<file path="src/core/lpc_pkg.sv">
// constants, types and field layouts of the listen and transmit power register bank
package lpc_pkg;

    // register offsets
    localparam logic [7:0] ADDR_OPMODE        = 8'h01;
    localparam logic [7:0] ADDR_OSC           = 8'h0A;
    localparam logic [7:0] ADDR_LISTEN_TIMING = 8'h0D;
    localparam logic [7:0] ADDR_IDLE_MULT     = 8'h0E;
    localparam logic [7:0] ADDR_RX_MULT       = 8'h0F;
    localparam logic [7:0] ADDR_REVISION      = 8'h10;
    localparam logic [7:0] ADDR_AMP_LEVEL     = 8'h11;
    localparam logic [7:0] ADDR_AMP_RAMP      = 8'h12;
    localparam logic [7:0] ADDR_OVERCURRENT   = 8'h13;

    // field positions
    localparam int OPM_LISTEN_BIT   = 6;
    localparam int OPM_MODE_LSB     = 2;
    localparam int OSC_TRIGGER_BIT  = 7;
    localparam int OSC_FINISHED_BIT = 6;
    localparam int LT_IDLE_LSB      = 6;
    localparam int LT_RX_LSB        = 4;
    localparam int LT_RULE_BIT      = 3;
    localparam int LT_EXIT_LSB      = 1;

    // reset values and write masks
    localparam logic [7:0] OPM_RESET     = 8'h04;
    localparam logic [7:0] OPM_WMASK     = 8'h5C;
    localparam logic [5:0] OSC_LOW_BITS  = 6'h01;
    localparam logic [7:0] LT_RESET      = 8'h52;
    localparam logic [7:0] LT_WMASK      = 8'hFE;
    localparam logic [7:0] IDLE_MULT_RST = 8'hF5;
    localparam logic [7:0] RX_MULT_RST   = 8'h20;
    localparam logic [7:0] LEVEL_RESET   = 8'h9F;
    localparam logic [7:0] RAMP_RESET    = 8'h09;
    localparam logic [7:0] RAMP_WMASK    = 8'h0F;
    localparam logic [7:0] OCP_RESET     = 8'h1A;
    localparam logic [7:0] OCP_WMASK     = 8'h1F;

    // wake exit actions
    localparam logic [1:0] EXIT_STAY    = 2'h0;
    localparam logic [1:0] EXIT_TO_MODE = 2'h1;
    localparam logic [1:0] EXIT_RESUME  = 2'h2;

    // time unit codes and timing
    localparam logic [1:0] UNIT_MID      = 2'h2;
    localparam logic [1:0] UNIT_LONG     = 2'h3;
    localparam int CLK_PERIOD_NS         = 8;
    localparam int UNIT_SHORT_NS         = 64000;
    localparam int UNIT_MID_NS           = 4100000;
    localparam int UNIT_LONG_NS          = 262000000;
    localparam int UNIT_SHORT_CYC        = UNIT_SHORT_NS / CLK_PERIOD_NS;
    localparam int UNIT_MID_CYC          = UNIT_MID_NS / CLK_PERIOD_NS;
    localparam int UNIT_LONG_CYC         = UNIT_LONG_NS / CLK_PERIOD_NS;
    localparam int CAL_CYC               = 2000;
    localparam int UNIT_W                = 26;

    typedef enum logic [2:0] {
        MODE_SLEEP   = 3'h0,
        MODE_STANDBY = 3'h1,
        MODE_FSYNTH  = 3'h2,
        MODE_TX      = 3'h3,
        MODE_RX      = 3'h4
    } lpc_op_mode_type;

    typedef enum logic [2:0] {
        LST_OFF  = 3'h0,
        LST_IDLE = 3'h1,
        LST_RX   = 3'h2,
        LST_HOLD = 3'h3,
        LST_STOP = 3'h4
    } lpc_listen_state_type;

    // status from the receive path, same clock
    typedef struct packed {
        logic above_strength_limit;
        logic pattern_match;
        logic payload_complete_flag;
        logic rx_timeout;
    } lpc_rx_status_type;

    // transmitter settings driven to the analog side
    typedef struct packed {
        logic       main_amp_enable;
        logic       boost_amp_a_enable;
        logic       boost_amp_b_enable;
        logic [4:0] tx_power_level;
        logic [3:0] amp_ramp_code;
        logic       overcurrent_guard_enable;
        logic [3:0] overcurrent_limit_trim;
    } lpc_amp_cfg_type;

endpackage

</file>
<file path="src/core/lpc_listen_power_regs.sv">
// listen cycle sequencer with transmit power configuration registers
module lpc_listen_power_regs #(
    parameter int UNIT_SHORT_CYCLES = lpc_pkg::UNIT_SHORT_CYC,
    parameter int UNIT_MID_CYCLES   = lpc_pkg::UNIT_MID_CYC,
    parameter int UNIT_LONG_CYCLES  = lpc_pkg::UNIT_LONG_CYC,
    parameter int CAL_CYCLES        = lpc_pkg::CAL_CYC,
    parameter logic [7:0] REVISION  = 8'h31 // arbitrary value
) (
    // clock and reset
    input  wire logic                      mclk_i,
    input  wire logic                      rst_i,
    // register port
    input  wire logic [7:0]                addr_i,
    input  wire logic [7:0]                wr_data_i,
    input  wire logic                      wr_i,
    input  wire logic                      rd_i,
    output logic [7:0]                     rd_data_o,
    // receive path status
    input  wire lpc_pkg::lpc_rx_status_type rx_status_i,
    // sequencer outputs
    output lpc_pkg::lpc_op_mode_type       cur_mode_o,
    output logic                           listen_active_o,
    output logic                           fifo_flush_o,
    output logic                           osc_cal_busy_o,
    // transmitter settings
    output lpc_pkg::lpc_amp_cfg_type       amp_cfg_o
);
    import lpc_pkg::*;

    logic [7:0]           level_reg;
    logic [3:0]           ramp_reg;
    logic [4:0]           ocp_reg;
    logic [1:0]           idle_unit_reg;
    logic [1:0]           rx_unit_reg;
    logic                 accept_rule_reg;
    logic [1:0]           exit_action_reg;
    logic [7:0]           idle_mult_reg;
    logic [7:0]           rx_mult_reg;
    logic                 listen_en_reg;
    lpc_op_mode_type      mode_req_reg;
    lpc_op_mode_type      cur_mode_reg;
    lpc_op_mode_type      cur_mode_next;
    lpc_listen_state_type lst_reg;
    lpc_listen_state_type lst_next;
    logic                 flush_pend_reg;
    logic                 flush_pend_next;
    logic                 fifo_flush_reg;
    logic                 fifo_flush_next;
    logic                 listen_active_reg;
    logic                 cal_busy_reg;
    logic [11:0]          cal_cnt_reg;
    logic [UNIT_W-1:0]    unit_cnt_reg;
    logic [7:0]           mult_cnt_reg;
    logic [7:0]           rd_data_reg;
    logic [7:0]           rd_value;
    logic [UNIT_W-1:0]    unit_len;
    logic [7:0]           phase_mult;
    logic                 phase_run;
    logic                 unit_tick;
    logic                 phase_done;
    logic                 accept;
    logic                 rx_end;
    logic                 wr_opmode;
    logic                 cal_start;

    // code 00 is reserved; treated like the shortest unit so timing never stalls
    function automatic logic [UNIT_W-1:0] unit_last(input logic [1:0] code);
        case (code)
            UNIT_MID:  unit_last = UNIT_W'(UNIT_MID_CYCLES - 1);
            UNIT_LONG: unit_last = UNIT_W'(UNIT_LONG_CYCLES - 1);
            default:   unit_last = UNIT_W'(UNIT_SHORT_CYCLES - 1);
        endcase
    endfunction

    function automatic logic wr_hit(input logic [7:0] a);
        wr_hit = wr_i && (addr_i == a);
    endfunction

    assign wr_opmode = wr_hit(ADDR_OPMODE);
    assign cal_start = wr_hit(ADDR_OSC) && wr_data_i[OSC_TRIGGER_BIT]
                       && (cur_mode_reg == MODE_STANDBY) && !cal_busy_reg;

    // mode request and listen enable
    always_ff @(posedge mclk_i or posedge rst_i) begin
        if (rst_i) begin
            mode_req_reg  <= MODE_STANDBY;
            listen_en_reg <= 1'b0;
        end else if (wr_opmode) begin
            mode_req_reg  <= lpc_op_mode_type'(wr_data_i[OPM_MODE_LSB +: 3]);
            listen_en_reg <= wr_data_i[OPM_LISTEN_BIT];
        end
    end

    // listen timing fields
    always_ff @(posedge mclk_i or posedge rst_i) begin
        if (rst_i) begin
            idle_unit_reg   <= LT_RESET[LT_IDLE_LSB +: 2];
            rx_unit_reg     <= LT_RESET[LT_RX_LSB +: 2];
            accept_rule_reg <= LT_RESET[LT_RULE_BIT];
            exit_action_reg <= LT_RESET[LT_EXIT_LSB +: 2];
            idle_mult_reg   <= IDLE_MULT_RST;
            rx_mult_reg     <= RX_MULT_RST;
        end else begin
            if (wr_hit(ADDR_LISTEN_TIMING)) begin
                idle_unit_reg   <= wr_data_i[LT_IDLE_LSB +: 2];
                rx_unit_reg     <= wr_data_i[LT_RX_LSB +: 2];
                accept_rule_reg <= wr_data_i[LT_RULE_BIT];
                exit_action_reg <= wr_data_i[LT_EXIT_LSB +: 2];
            end
            if (wr_hit(ADDR_IDLE_MULT))
                idle_mult_reg <= wr_data_i;
            if (wr_hit(ADDR_RX_MULT))
                rx_mult_reg <= wr_data_i;
        end
    end

    // transmitter settings
    always_ff @(posedge mclk_i or posedge rst_i) begin
        if (rst_i) begin
            level_reg <= LEVEL_RESET;
            ramp_reg  <= RAMP_RESET[3:0];
            ocp_reg   <= OCP_RESET[4:0];
        end else begin
            if (wr_hit(ADDR_AMP_LEVEL))
                level_reg <= wr_data_i;
            if (wr_hit(ADDR_AMP_RAMP))
                ramp_reg <= wr_data_i[3:0];
            if (wr_hit(ADDR_OVERCURRENT))
                ocp_reg <= wr_data_i[4:0];
        end
    end

    // oscillator calibration; listen timing waits for it
    always_ff @(posedge mclk_i or posedge rst_i) begin
        if (rst_i) begin
            cal_busy_reg <= 1'b0;
            cal_cnt_reg  <= 12'h000;
        end else if (cal_start) begin
            cal_busy_reg <= 1'b1;
            cal_cnt_reg  <= 12'(CAL_CYCLES - 1);
        end else if (cal_busy_reg) begin
            if (cal_cnt_reg == 12'h000)
                cal_busy_reg <= 1'b0;
            else
                cal_cnt_reg <= cal_cnt_reg - 12'h001;
        end
    end

    // phase timing: multiplier counts whole time units
    assign unit_len   = unit_last(lst_reg == LST_RX ? rx_unit_reg : idle_unit_reg);
    assign phase_mult = (lst_reg == LST_RX) ? rx_mult_reg : idle_mult_reg;
    assign phase_run  = ((lst_reg == LST_IDLE) || (lst_reg == LST_RX)) && !cal_busy_reg;
    assign unit_tick  = phase_run && (unit_cnt_reg == unit_len);
    // a zero multiplier still lasts one unit
    assign phase_done = unit_tick && ({1'b0, mult_cnt_reg} + 9'h001 >= {1'b0, phase_mult});

    always_ff @(posedge mclk_i or posedge rst_i) begin
        if (rst_i) begin
            unit_cnt_reg <= '0;
            mult_cnt_reg <= 8'h00;
        end else if (lst_next != lst_reg || !phase_run) begin
            unit_cnt_reg <= '0;
            mult_cnt_reg <= 8'h00;
        end else if (unit_tick) begin
            unit_cnt_reg <= '0;
            mult_cnt_reg <= mult_cnt_reg + 8'h01;
        end else begin
            unit_cnt_reg <= unit_cnt_reg + UNIT_W'(1);
        end
    end

    assign accept = rx_status_i.above_strength_limit
                    && (!accept_rule_reg || rx_status_i.pattern_match);
    assign rx_end = rx_status_i.payload_complete_flag || rx_status_i.rx_timeout;

    // listen sequencer
    always_comb begin
        lst_next        = lst_reg;
        cur_mode_next   = cur_mode_reg;
        flush_pend_next = flush_pend_reg;
        fifo_flush_next = 1'b0;
        if (lst_reg != LST_OFF && !listen_en_reg) begin
            lst_next      = LST_OFF;
            cur_mode_next = mode_req_reg;
        end else begin
            case (lst_reg)
                LST_OFF: begin
                    cur_mode_next = mode_req_reg;
                    if (listen_en_reg && !cal_busy_reg)
                        lst_next = LST_IDLE;
                end
                LST_IDLE: begin
                    cur_mode_next = mode_req_reg;
                    if (phase_done) begin
                        lst_next        = LST_RX;
                        cur_mode_next   = MODE_RX;
                        fifo_flush_next = flush_pend_reg;
                        flush_pend_next = 1'b0;
                    end
                end
                LST_RX: begin
                    if (accept) begin
                        // reserved code 11 behaves like 00
                        if (exit_action_reg == EXIT_TO_MODE || exit_action_reg == EXIT_RESUME)
                            lst_next = LST_HOLD;
                        else
                            lst_next = LST_STOP;
                    end else if (phase_done) begin
                        lst_next      = LST_IDLE;
                        cur_mode_next = mode_req_reg;
                    end
                end
                LST_HOLD: begin
                    if (rx_end) begin
                        cur_mode_next = mode_req_reg;
                        if (exit_action_reg == EXIT_TO_MODE) begin
                            lst_next = LST_STOP;
                        end else begin
                            lst_next        = LST_IDLE;
                            flush_pend_next = 1'b1;
                        end
                    end
                end
                LST_STOP: begin
                    // held until software drops the listen enable
                    lst_next = LST_STOP;
                end
                default: begin
                    lst_next      = LST_OFF;
                    cur_mode_next = mode_req_reg;
                end
            endcase
        end
    end

    always_ff @(posedge mclk_i or posedge rst_i) begin
        if (rst_i) begin
            lst_reg        <= LST_OFF;
            cur_mode_reg   <= MODE_STANDBY;
            flush_pend_reg <= 1'b0;
            fifo_flush_reg <= 1'b0;
            listen_active_reg <= 1'b0;
        end else begin
            lst_reg        <= lst_next;
            cur_mode_reg   <= cur_mode_next;
            flush_pend_reg <= flush_pend_next;
            fifo_flush_reg <= fifo_flush_next;
            // taken from the next state so the flop tracks lst_reg with no lag
            listen_active_reg <= (lst_next != LST_OFF) && (lst_next != LST_STOP);
        end
    end

    // read decode; unmapped offsets read zero
    always_comb begin
        case (addr_i)
            ADDR_OPMODE:        rd_value = {1'b0, listen_en_reg, 1'b0, cur_mode_reg, 2'b00};
            ADDR_OSC:           rd_value = {1'b0, !cal_busy_reg, OSC_LOW_BITS};
            ADDR_LISTEN_TIMING: rd_value = {idle_unit_reg, rx_unit_reg, accept_rule_reg,
                                            exit_action_reg, 1'b0};
            ADDR_IDLE_MULT:     rd_value = idle_mult_reg;
            ADDR_RX_MULT:       rd_value = rx_mult_reg;
            ADDR_REVISION:      rd_value = REVISION;
            ADDR_AMP_LEVEL:     rd_value = level_reg;
            ADDR_AMP_RAMP:      rd_value = {4'h0, ramp_reg};
            ADDR_OVERCURRENT:   rd_value = {3'h0, ocp_reg};
            default:            rd_value = 8'h00;
        endcase
    end

    // data stands only in the cycle after the strobe
    always_ff @(posedge mclk_i or posedge rst_i) begin
        if (rst_i)
            rd_data_reg <= 8'h00;
        else
            rd_data_reg <= rd_i ? rd_value : 8'h00;
    end

    assign rd_data_o       = rd_data_reg;
    assign cur_mode_o      = cur_mode_reg;
    assign listen_active_o = listen_active_reg;
    assign fifo_flush_o    = fifo_flush_reg;
    assign osc_cal_busy_o  = cal_busy_reg;
    assign amp_cfg_o.main_amp_enable          = level_reg[7];
    assign amp_cfg_o.boost_amp_a_enable       = level_reg[6];
    assign amp_cfg_o.boost_amp_b_enable       = level_reg[5];
    assign amp_cfg_o.tx_power_level           = level_reg[4:0];
    assign amp_cfg_o.amp_ramp_code            = ramp_reg;
    assign amp_cfg_o.overcurrent_guard_enable = ocp_reg[4];
    assign amp_cfg_o.overcurrent_limit_trim   = ocp_reg[3:0];

endmodule // lpc_listen_power_regs

</file>
<file path="config.mk">
export PLATFORM = sky130hd
export DESIGN_NAME = lpc_listen_power_regs
export DESIGN_NICKNAME = d
export VERILOG_FILES = /design/src/core/lpc_pkg.sv /design/src/core/lpc_listen_power_regs.sv
export SDC_FILE = /design/constraint.sdc
export NUM_CORES = 1
export LEC_CHECK = 0
export ABC_CLOCK_PERIOD_IN_PS = 3900
export BUFFER_PORTS_ARGS = -buffer_cell sky130_fd_sc_hd__buf_2
export CORE_UTILIZATION = 54
export DETAILED_ROUTE_END_ITERATION = 16
export PLACE_DENSITY = 0.76
export SYNTH_ARGS = -nofsm -noshare
export SYNTH_HDL_FRONTEND = slang
export SYNTH_SLANG_ARGS = --single-unit
</file>
<file path="constraint.sdc">
create_clock -name mclk_i -period 3.9 [get_ports mclk_i]
set_clock_uncertainty 0.05 [all_clocks]
set_input_delay 0.975 -clock mclk_i [delete_from_list [all_inputs] [get_ports mclk_i]]
set_output_delay 0.975 -clock mclk_i [all_outputs]
set_load 0.05 [all_outputs]
</file>
Word level (Yosys, flattened, before mapping)
Index checks and enable logic that the tools add are counted.
{ "totals": {"ff_bits": 108, "in_bits": 24, "out_inout_bits": 31} }
{ "op_classes": {"n_addsub": 4, "order_cmp": 1, "eq_ne": 29, "n_mux": 37, "n_bitwise": 1, "n_reduce_logical": 37} }
{ "op_table": {"columns": ["op", "count"], "rows": [
  ["8-bit case mux with 9 select lines", 1],
  ["26-bit two-way mux", 2],
  ["25-bit case mux with 2 select lines", 1],
  ["3-bit two-way mux", 13],
  ["12-bit two-way mux", 3],
  ["8-bit by 4-bit == test with 1-bit output (second input constant)", 4],
  ["8-bit by 5-bit == test with 1-bit output (second input constant)", 4],
  ["8-bit two-way mux", 4],
  ["26-bit by 1-bit adder with 26-bit output (second input constant)", 1],
  ["26-bit == test", 1],
  ["1-bit logical AND", 18],
  ["3-bit case mux with 5 select lines", 1],
  ["12-bit logical NOT", 1],
  ["3-bit case mux with 4 select lines", 1],
  ["12-bit by 1-bit subtractor with 12-bit output (second input constant)", 1],
  ["2-bit != test (second input constant)", 5],
  ["8-bit by 1-bit adder with 9-bit output (second input constant)", 1],
  ["9-bit by 8-bit greater-or-equal comparator with 1-bit output", 1],
  ["1-bit two-way mux", 9],
  ["8-bit by 1-bit adder with 8-bit output (second input constant)", 1],
  ["8-bit by 1-bit == test with 1-bit output (second input constant)", 1],
  ["2-bit == test (second input constant)", 3],
  ["3-bit by 1-bit == test with 1-bit output (second input constant)", 2],
  ["3-bit by 2-bit == test with 1-bit output (second input constant)", 2],
  ["other kinds (16)", 28]
]} }

Longest topological paths before layout
{ "logic_depth": {"depth_word": 14, "depth_mapped": 14, "depth_no_buf": 12} }

Least setup slack after synthesis
OpenSTA, ideal clock, no wires.
{ "synth_path": {"path_type": "reg2reg", "startpoint": "register lst_reg[2]", "endpoint": "register cur_mode_reg[2], in the netlist cur_mode_o[2]", "setup_ps": 128, "arrival_ps": 3038, "slack_ps": 685, "path_stages_with_launch": 14, "n_path_buf": 3, "path_cell_list": "dfrtp_1 buf_4 or3b_1 buf_6 mux2_2 ha_1 nand2b_1 a211oi_1 o32a_1 a21o_1 or2_1 buf_6 o211ai_4 mux2_1"} }
{ "synth_via": {"elab_chain_cells": 10, "word_cells_on_any_way": 25} }
{ "synth_rtl": {"columns": ["item", "line", "source"], "rows": [
  ["start, declared", "lpc_listen_power_regs.sv:43", "lpc_listen_state_type lst_reg;"],
  ["start signal, assigned", "lpc_listen_power_regs.sv:244", "lst_reg <= lst_next;"],
  ["3-bit by 2-bit == test with 1-bit output", null, null],
  ["2-bit two-way mux", "lpc_listen_power_regs.sv:150", "assign unit_len = unit_last(lst_reg == LST_RX ? rx_unit_reg : idle_unit_reg);"],
  ["2-bit == test", "lpc_listen_power_regs.sv:68", "case (code)"],
  ["25-bit case mux with 2 select lines", "lpc_listen_power_regs.sv:68", null],
  ["26-bit == test", "lpc_listen_power_regs.sv:153", "assign unit_tick = phase_run && (unit_cnt_reg == unit_len);"],
  ["1-bit logical AND", "lpc_listen_power_regs.sv:153", null],
  ["1-bit logical AND", "lpc_listen_power_regs.sv:155", "assign phase_done = unit_tick && ({1'b0, mult_cnt_reg} + 9'h001 >= {1'b0, phase_mult});"],
  ["3-bit two-way mux", "lpc_listen_power_regs.sv:194", "if (phase_done) begin"],
  ["3-bit case mux with 4 select lines", "lpc_listen_power_regs.sv:186", "case (lst_reg)"],
  ["3-bit two-way mux", "lpc_listen_power_regs.sv:182", "if (lst_reg != LST_OFF && !listen_en_reg) begin"],
  ["end signal, assigned", "lpc_listen_power_regs.sv:245", "cur_mode_reg <= cur_mode_next;"],
  ["end, declared", "lpc_listen_power_regs.sv:41", "lpc_op_mode_type cur_mode_reg;"]
]} }
Several ways; a longest one is shown, not always the timed one.
A chain may end at the register's enable or synchronous reset.

Worst setup path after layout
Ends and elaborated chain as after synthesis.

==> implementation parameters <==
Parameter                              Value

Synthesis
  Main area contributors after synthesis ... sky130_fd_sc_hd__dfrtp_1, sky130_fd_sc_hd__dfstp_2, sky130_fd_sc_hd__mux2_2
  Mapped Avg Cell Area ... about 10 µm²
  Warning count from the yosys run ... 0
  Most area-hungry cell type in the Yosys netlist ... sky130_fd_sc_hd__dfrtp_1
  Synthesized instance count ... around 550
  Summed instance area of the synthesized netlist ... between 5000 and 6000 µm²
  Number of enable-type register cells in the synthesized netlist ... 0
  Number of distinct library cell variants in the gate-level netlist after synthesis ... 64
  Top cell type's share of synthesized area ... 0.367
  FF+latch count, synth ... about 110
  Total nets after synthesis ... approximately 590
  Most instantiated flip-flop cell in the synthesis netlist ... sky130_fd_sc_hd__dfrtp_1
  Share of the yosys chip area belonging to registers ... 0.472
  Post-synthesis async set-or-reset flop share ... 1.00

CTS
  Buffers inserted by post-CTS timing repair ... 0
  Clock tree from TritonCTS ... built
  Clock latency at the later pin of the worst-skew pair ... about 0.38 ns
  Clock root cell ... sky130_fd_sc_hd__clkbuf_8
  Hold_buf cts ... 0
  H-tree levels ... 3
  Post-cts repair resize count ... 0
  Num CTS Buffers ... 9
  Clock net sink count ... around 110
  Number of buffers on the longest clock path ... 2
  Clk pin slew, worst setup/hold paths ... ~0.1 ns

Flow run
  Max cap viols ... 0

Place
  Placed cells ... around 730
  Number of input and output port buffers inserted ... 54
  Placer Congestion ... between 0.8 and 0.9
  Half-perimeter wire length after placement ... around 9500 µm

STA
  Peak Freq ... between 200 and 300 MHz
  Max-slew headroom at the worst pin ... 0.204
  Final Hold Violating Endpoints ... 0
  Number of failing setup endpoints in the final timing report ... 0
  Measured slew at the worst slew-check pin ... between 1 and 1.5 ns
  RSZ-0062 raised after global routing ... no
  Final cycle utilization of the critical path ... 0.927
  Clock period minus final worst setup slack ... 3.61 ns
  Accumulated negative setup slack ... 0 ns
  Number of max-slew violations in the final report ... 0

Worst hold path
  Min-delay worst type ... flip-flop to flip-flop
  Number of cells traversed by the worst hold path ... 1
  Critical hold path startpoint ... mode_req_reg[2]
  End point of the worst hold path ... mode_req_reg[2]

Setup path
  Data arrival time of the critical path ... 3.83 ns
  Worst setup slack for register-to-register paths ... 0.29 ns
  Crit-path slowest cell ... sky130_fd_sc_hd__or3b_1
  Delay of the slowest critical-path stage ... approximately 0.65 ns
  Cell-by-cell trace of the critical path ... or3b_1 > mux2_2 > ha_1 > nand2b_1 > a211oi_1 > o32a_1 > a21o_1 > or2_1 > o211ai_4 > mux2_1
  CP max FO ... 10
  Endpoint of the most critical register-to-register path ... cur_mode_o[2]
  Required time of the critical path ... between 4 and 5 ns
  Reg2reg path depth ... 10
  Startpoint of the worst-slack reg-to-reg timing path ... lst_reg[2]
  Endpoint class of the critical path ... flip-flop
  Critical Path Source Type ... flip-flop
  Type of the worst setup path ... flip-flop to flip-flop

GRT
  Global router's overall resource usage ... 0.253
  GRT met2 Usage ... 0.416
  Number of global-route vias before repair ... ~4400
  Antenna violations before repair ... 0
  First-pass GRT wire length ... between 20000 and 25000 µm
  Remaining global-route overflow ... 0
  Maximum number of pins on one net before global-route repair ... 66
  GR peak layer ... met2
  Grt met1 use ... 0.343
  Fraction of met3 tracks used by global routing ... 0.0408

Die
  Placement row count ... 37
  I/O pin count ... 55
  Initial Util ... 0.558
  Die width ... between 100 and 150 µm
  Core area ... around 10000 µm²
  Height of the die ... 106 µm
  Die Outline Area ... ~11000 µm²

Routing
  DRC violations left ... 0
  Via/cell ratio ... 5.82
  Number of vias after detailed routing ... between 4000 and 5000
  Detailed Route Iter0 Violations ... 316
  DRT Wirelength ... 13000 µm
  Pre-antenna DRT Iters ... 8
  Wirelength per Cell ... approximately 17 µm
  Remaining antenna violation count ... 0

Layout
  Area growth, synth to finish ... 10.8%
  Count of filler cells inserted in the layout ... around 850
  Number of nets in the finished design ... 644
  Most frequent cells in the layout ... sky130_fd_sc_hd__dfrtp_1, sky130_fd_sc_hd__nor2_1, sky130_fd_sc_hd__buf_2, sky130_fd_sc_hd__nand2_1, sky130_fd_sc_hd__mux2_2
  Number of cells in the finished layout apart from fillers ... ~750
  Number of antenna cells inserted ... 0
  Commonest non-fill, non-tap cell in the layout ... sky130_fd_sc_hd__dfrtp_1
  Fraction of layout cells with a size suffix above 1 ... 0.264
  End-of-flow core utilization ... 0.618
  Flip-flop count of the largest register after layout ... 26

Power and ir drop
  Pwr per Cell Area ... 319 nW/µm²
  Reported leakage power ... around 2.8 nW
  Max IR drop VDD ... 0.000252 V

Status
  Outcome ... finished clean
cell families (layout without fill, tap and decap cells):
| logic type | count (synthesis) | in the layout | synth area share |
|---|---|---|---|
| compound gates | 75 | 75 | 0.0981 |
| xor+xnor | 45 | 45 | 0.0681 |
| fa+ha+maj | 12 | 12 | 0.0259 |
| buf+inv | 36 | 97 | 0.0288 |
| flops | 108 | 108 | 0.472 |
| mux | 65 | 65 | 0.125 |
| simple gates | 211 | 211 | 0.182 |
layout make-up:
cell class                      instances  area (µm²)  share of cell area
Multi-Input combinational cell        408        2890               0.451
Sequential cell                       108        2730               0.426
Timing Repair Buffer                   63         350              0.0546
Tap cell                              136         170              0.0265
Clock buffer                           11         141              0.0220
Inverter                               18        70.1              0.0109
Clock inverter                          5        60.1             0.00936
stage by stage:
stage                     power (mW)  setup WS [ns]  hold slack (ns)  instance area (µm²)
final                           2.05          0.285            0.464                 6410
after global routing            2.12          0.152            0.493                 6410
after CTS                       2.06          0.296            0.466                 6410
after detailed placement        1.37          0.332            0.448                 6210
after global placement          1.36          0.459            0.437                 6210
after floorplan                 1.31         0.0675            0.421                 5790
worst max-delay path, delay by kind of cell (launching register included):
kind	cells	cell delay (ns)
simple gates	3	1.12
fa+ha+maj	1	0.26
compound gates	4	0.84
mux	2	0.73
flops	1	0.49
power breakdown:
part,switching (mW),internal [mW],total (mW)
Clock,0.384,0.317,0.701
Combinational,0.112,0.0579,0.170
Sequential,0.0229,1.15,1.17
Yosys cell counts (2+ instances only):
master                     number
sky130_fd_sc_hd__mux2_2        48
sky130_fd_sc_hd__nor3_1        18
sky130_fd_sc_hd__xor2_1        14
sky130_fd_sc_hd__a22oi_1        5
sky130_fd_sc_hd__nor2b_1        8
sky130_fd_sc_hd__nand3b_1       2
sky130_fd_sc_hd__o31ai_1        3
sky130_fd_sc_hd__a22o_1         3
sky130_fd_sc_hd__nor2_1        63
sky130_fd_sc_hd__nand2_1       48
sky130_fd_sc_hd__or4_1          4
sky130_fd_sc_hd__nor4b_1        2
sky130_fd_sc_hd__a21oi_1       16
sky130_fd_sc_hd__buf_2          4
sky130_fd_sc_hd__a211oi_1       2
sky130_fd_sc_hd__o211ai_1       3
sky130_fd_sc_hd__nand3_1       20
sky130_fd_sc_hd__o22ai_1        3
sky130_fd_sc_hd__nor4_1         2
sky130_fd_sc_hd__dfrtp_1       85
sky130_fd_sc_hd__nand2b_1       9
sky130_fd_sc_hd__and3_1         6
sky130_fd_sc_hd__buf_6          3
sky130_fd_sc_hd__nand4_1        5
sky130_fd_sc_hd__and2_1         5
sky130_fd_sc_hd__ha_1          12
sky130_fd_sc_hd__mux2i_1       15
sky130_fd_sc_hd__inv_1         18
sky130_fd_sc_hd__dfstp_2       23
sky130_fd_sc_hd__or2_1          2
sky130_fd_sc_hd__o21ai_0       12
sky130_fd_sc_hd__a31oi_1        3
sky130_fd_sc_hd__xnor2_1       31
sky130_fd_sc_hd__or3_1          7
sky130_fd_sc_hd__a32oi_1        2
sky130_fd_sc_hd__a21o_1         4
sky130_fd_sc_hd__clkbuf_1      10
sky130_fd_sc_hd__a222oi_1       6
worst max path at each step:
stage / startpoint / endpoint / cells past startpoint
2_1_floorplan: rst_i / accept_rule_reg / 1
3_3_place_gp: lst_reg[2] / cur_mode_o[2] / 10
3_5_place_dp: lst_reg[2] / cur_mode_o[2] / 10
4_1_cts: lst_reg[2] / cur_mode_o[2] / 10
5_1_grt: lst_reg[2] / cur_mode_o[2] / 10
6_report: lst_reg[2] / cur_mode_o[2] / 10
routing by layer:
layer	vias to the layer above	wire length [µm]
li1	2062	-
met2	125	6340
met1	2149	5830
met5	-	0
met4	0	239
met3	22	622
(Power assumes the default switching activity.)
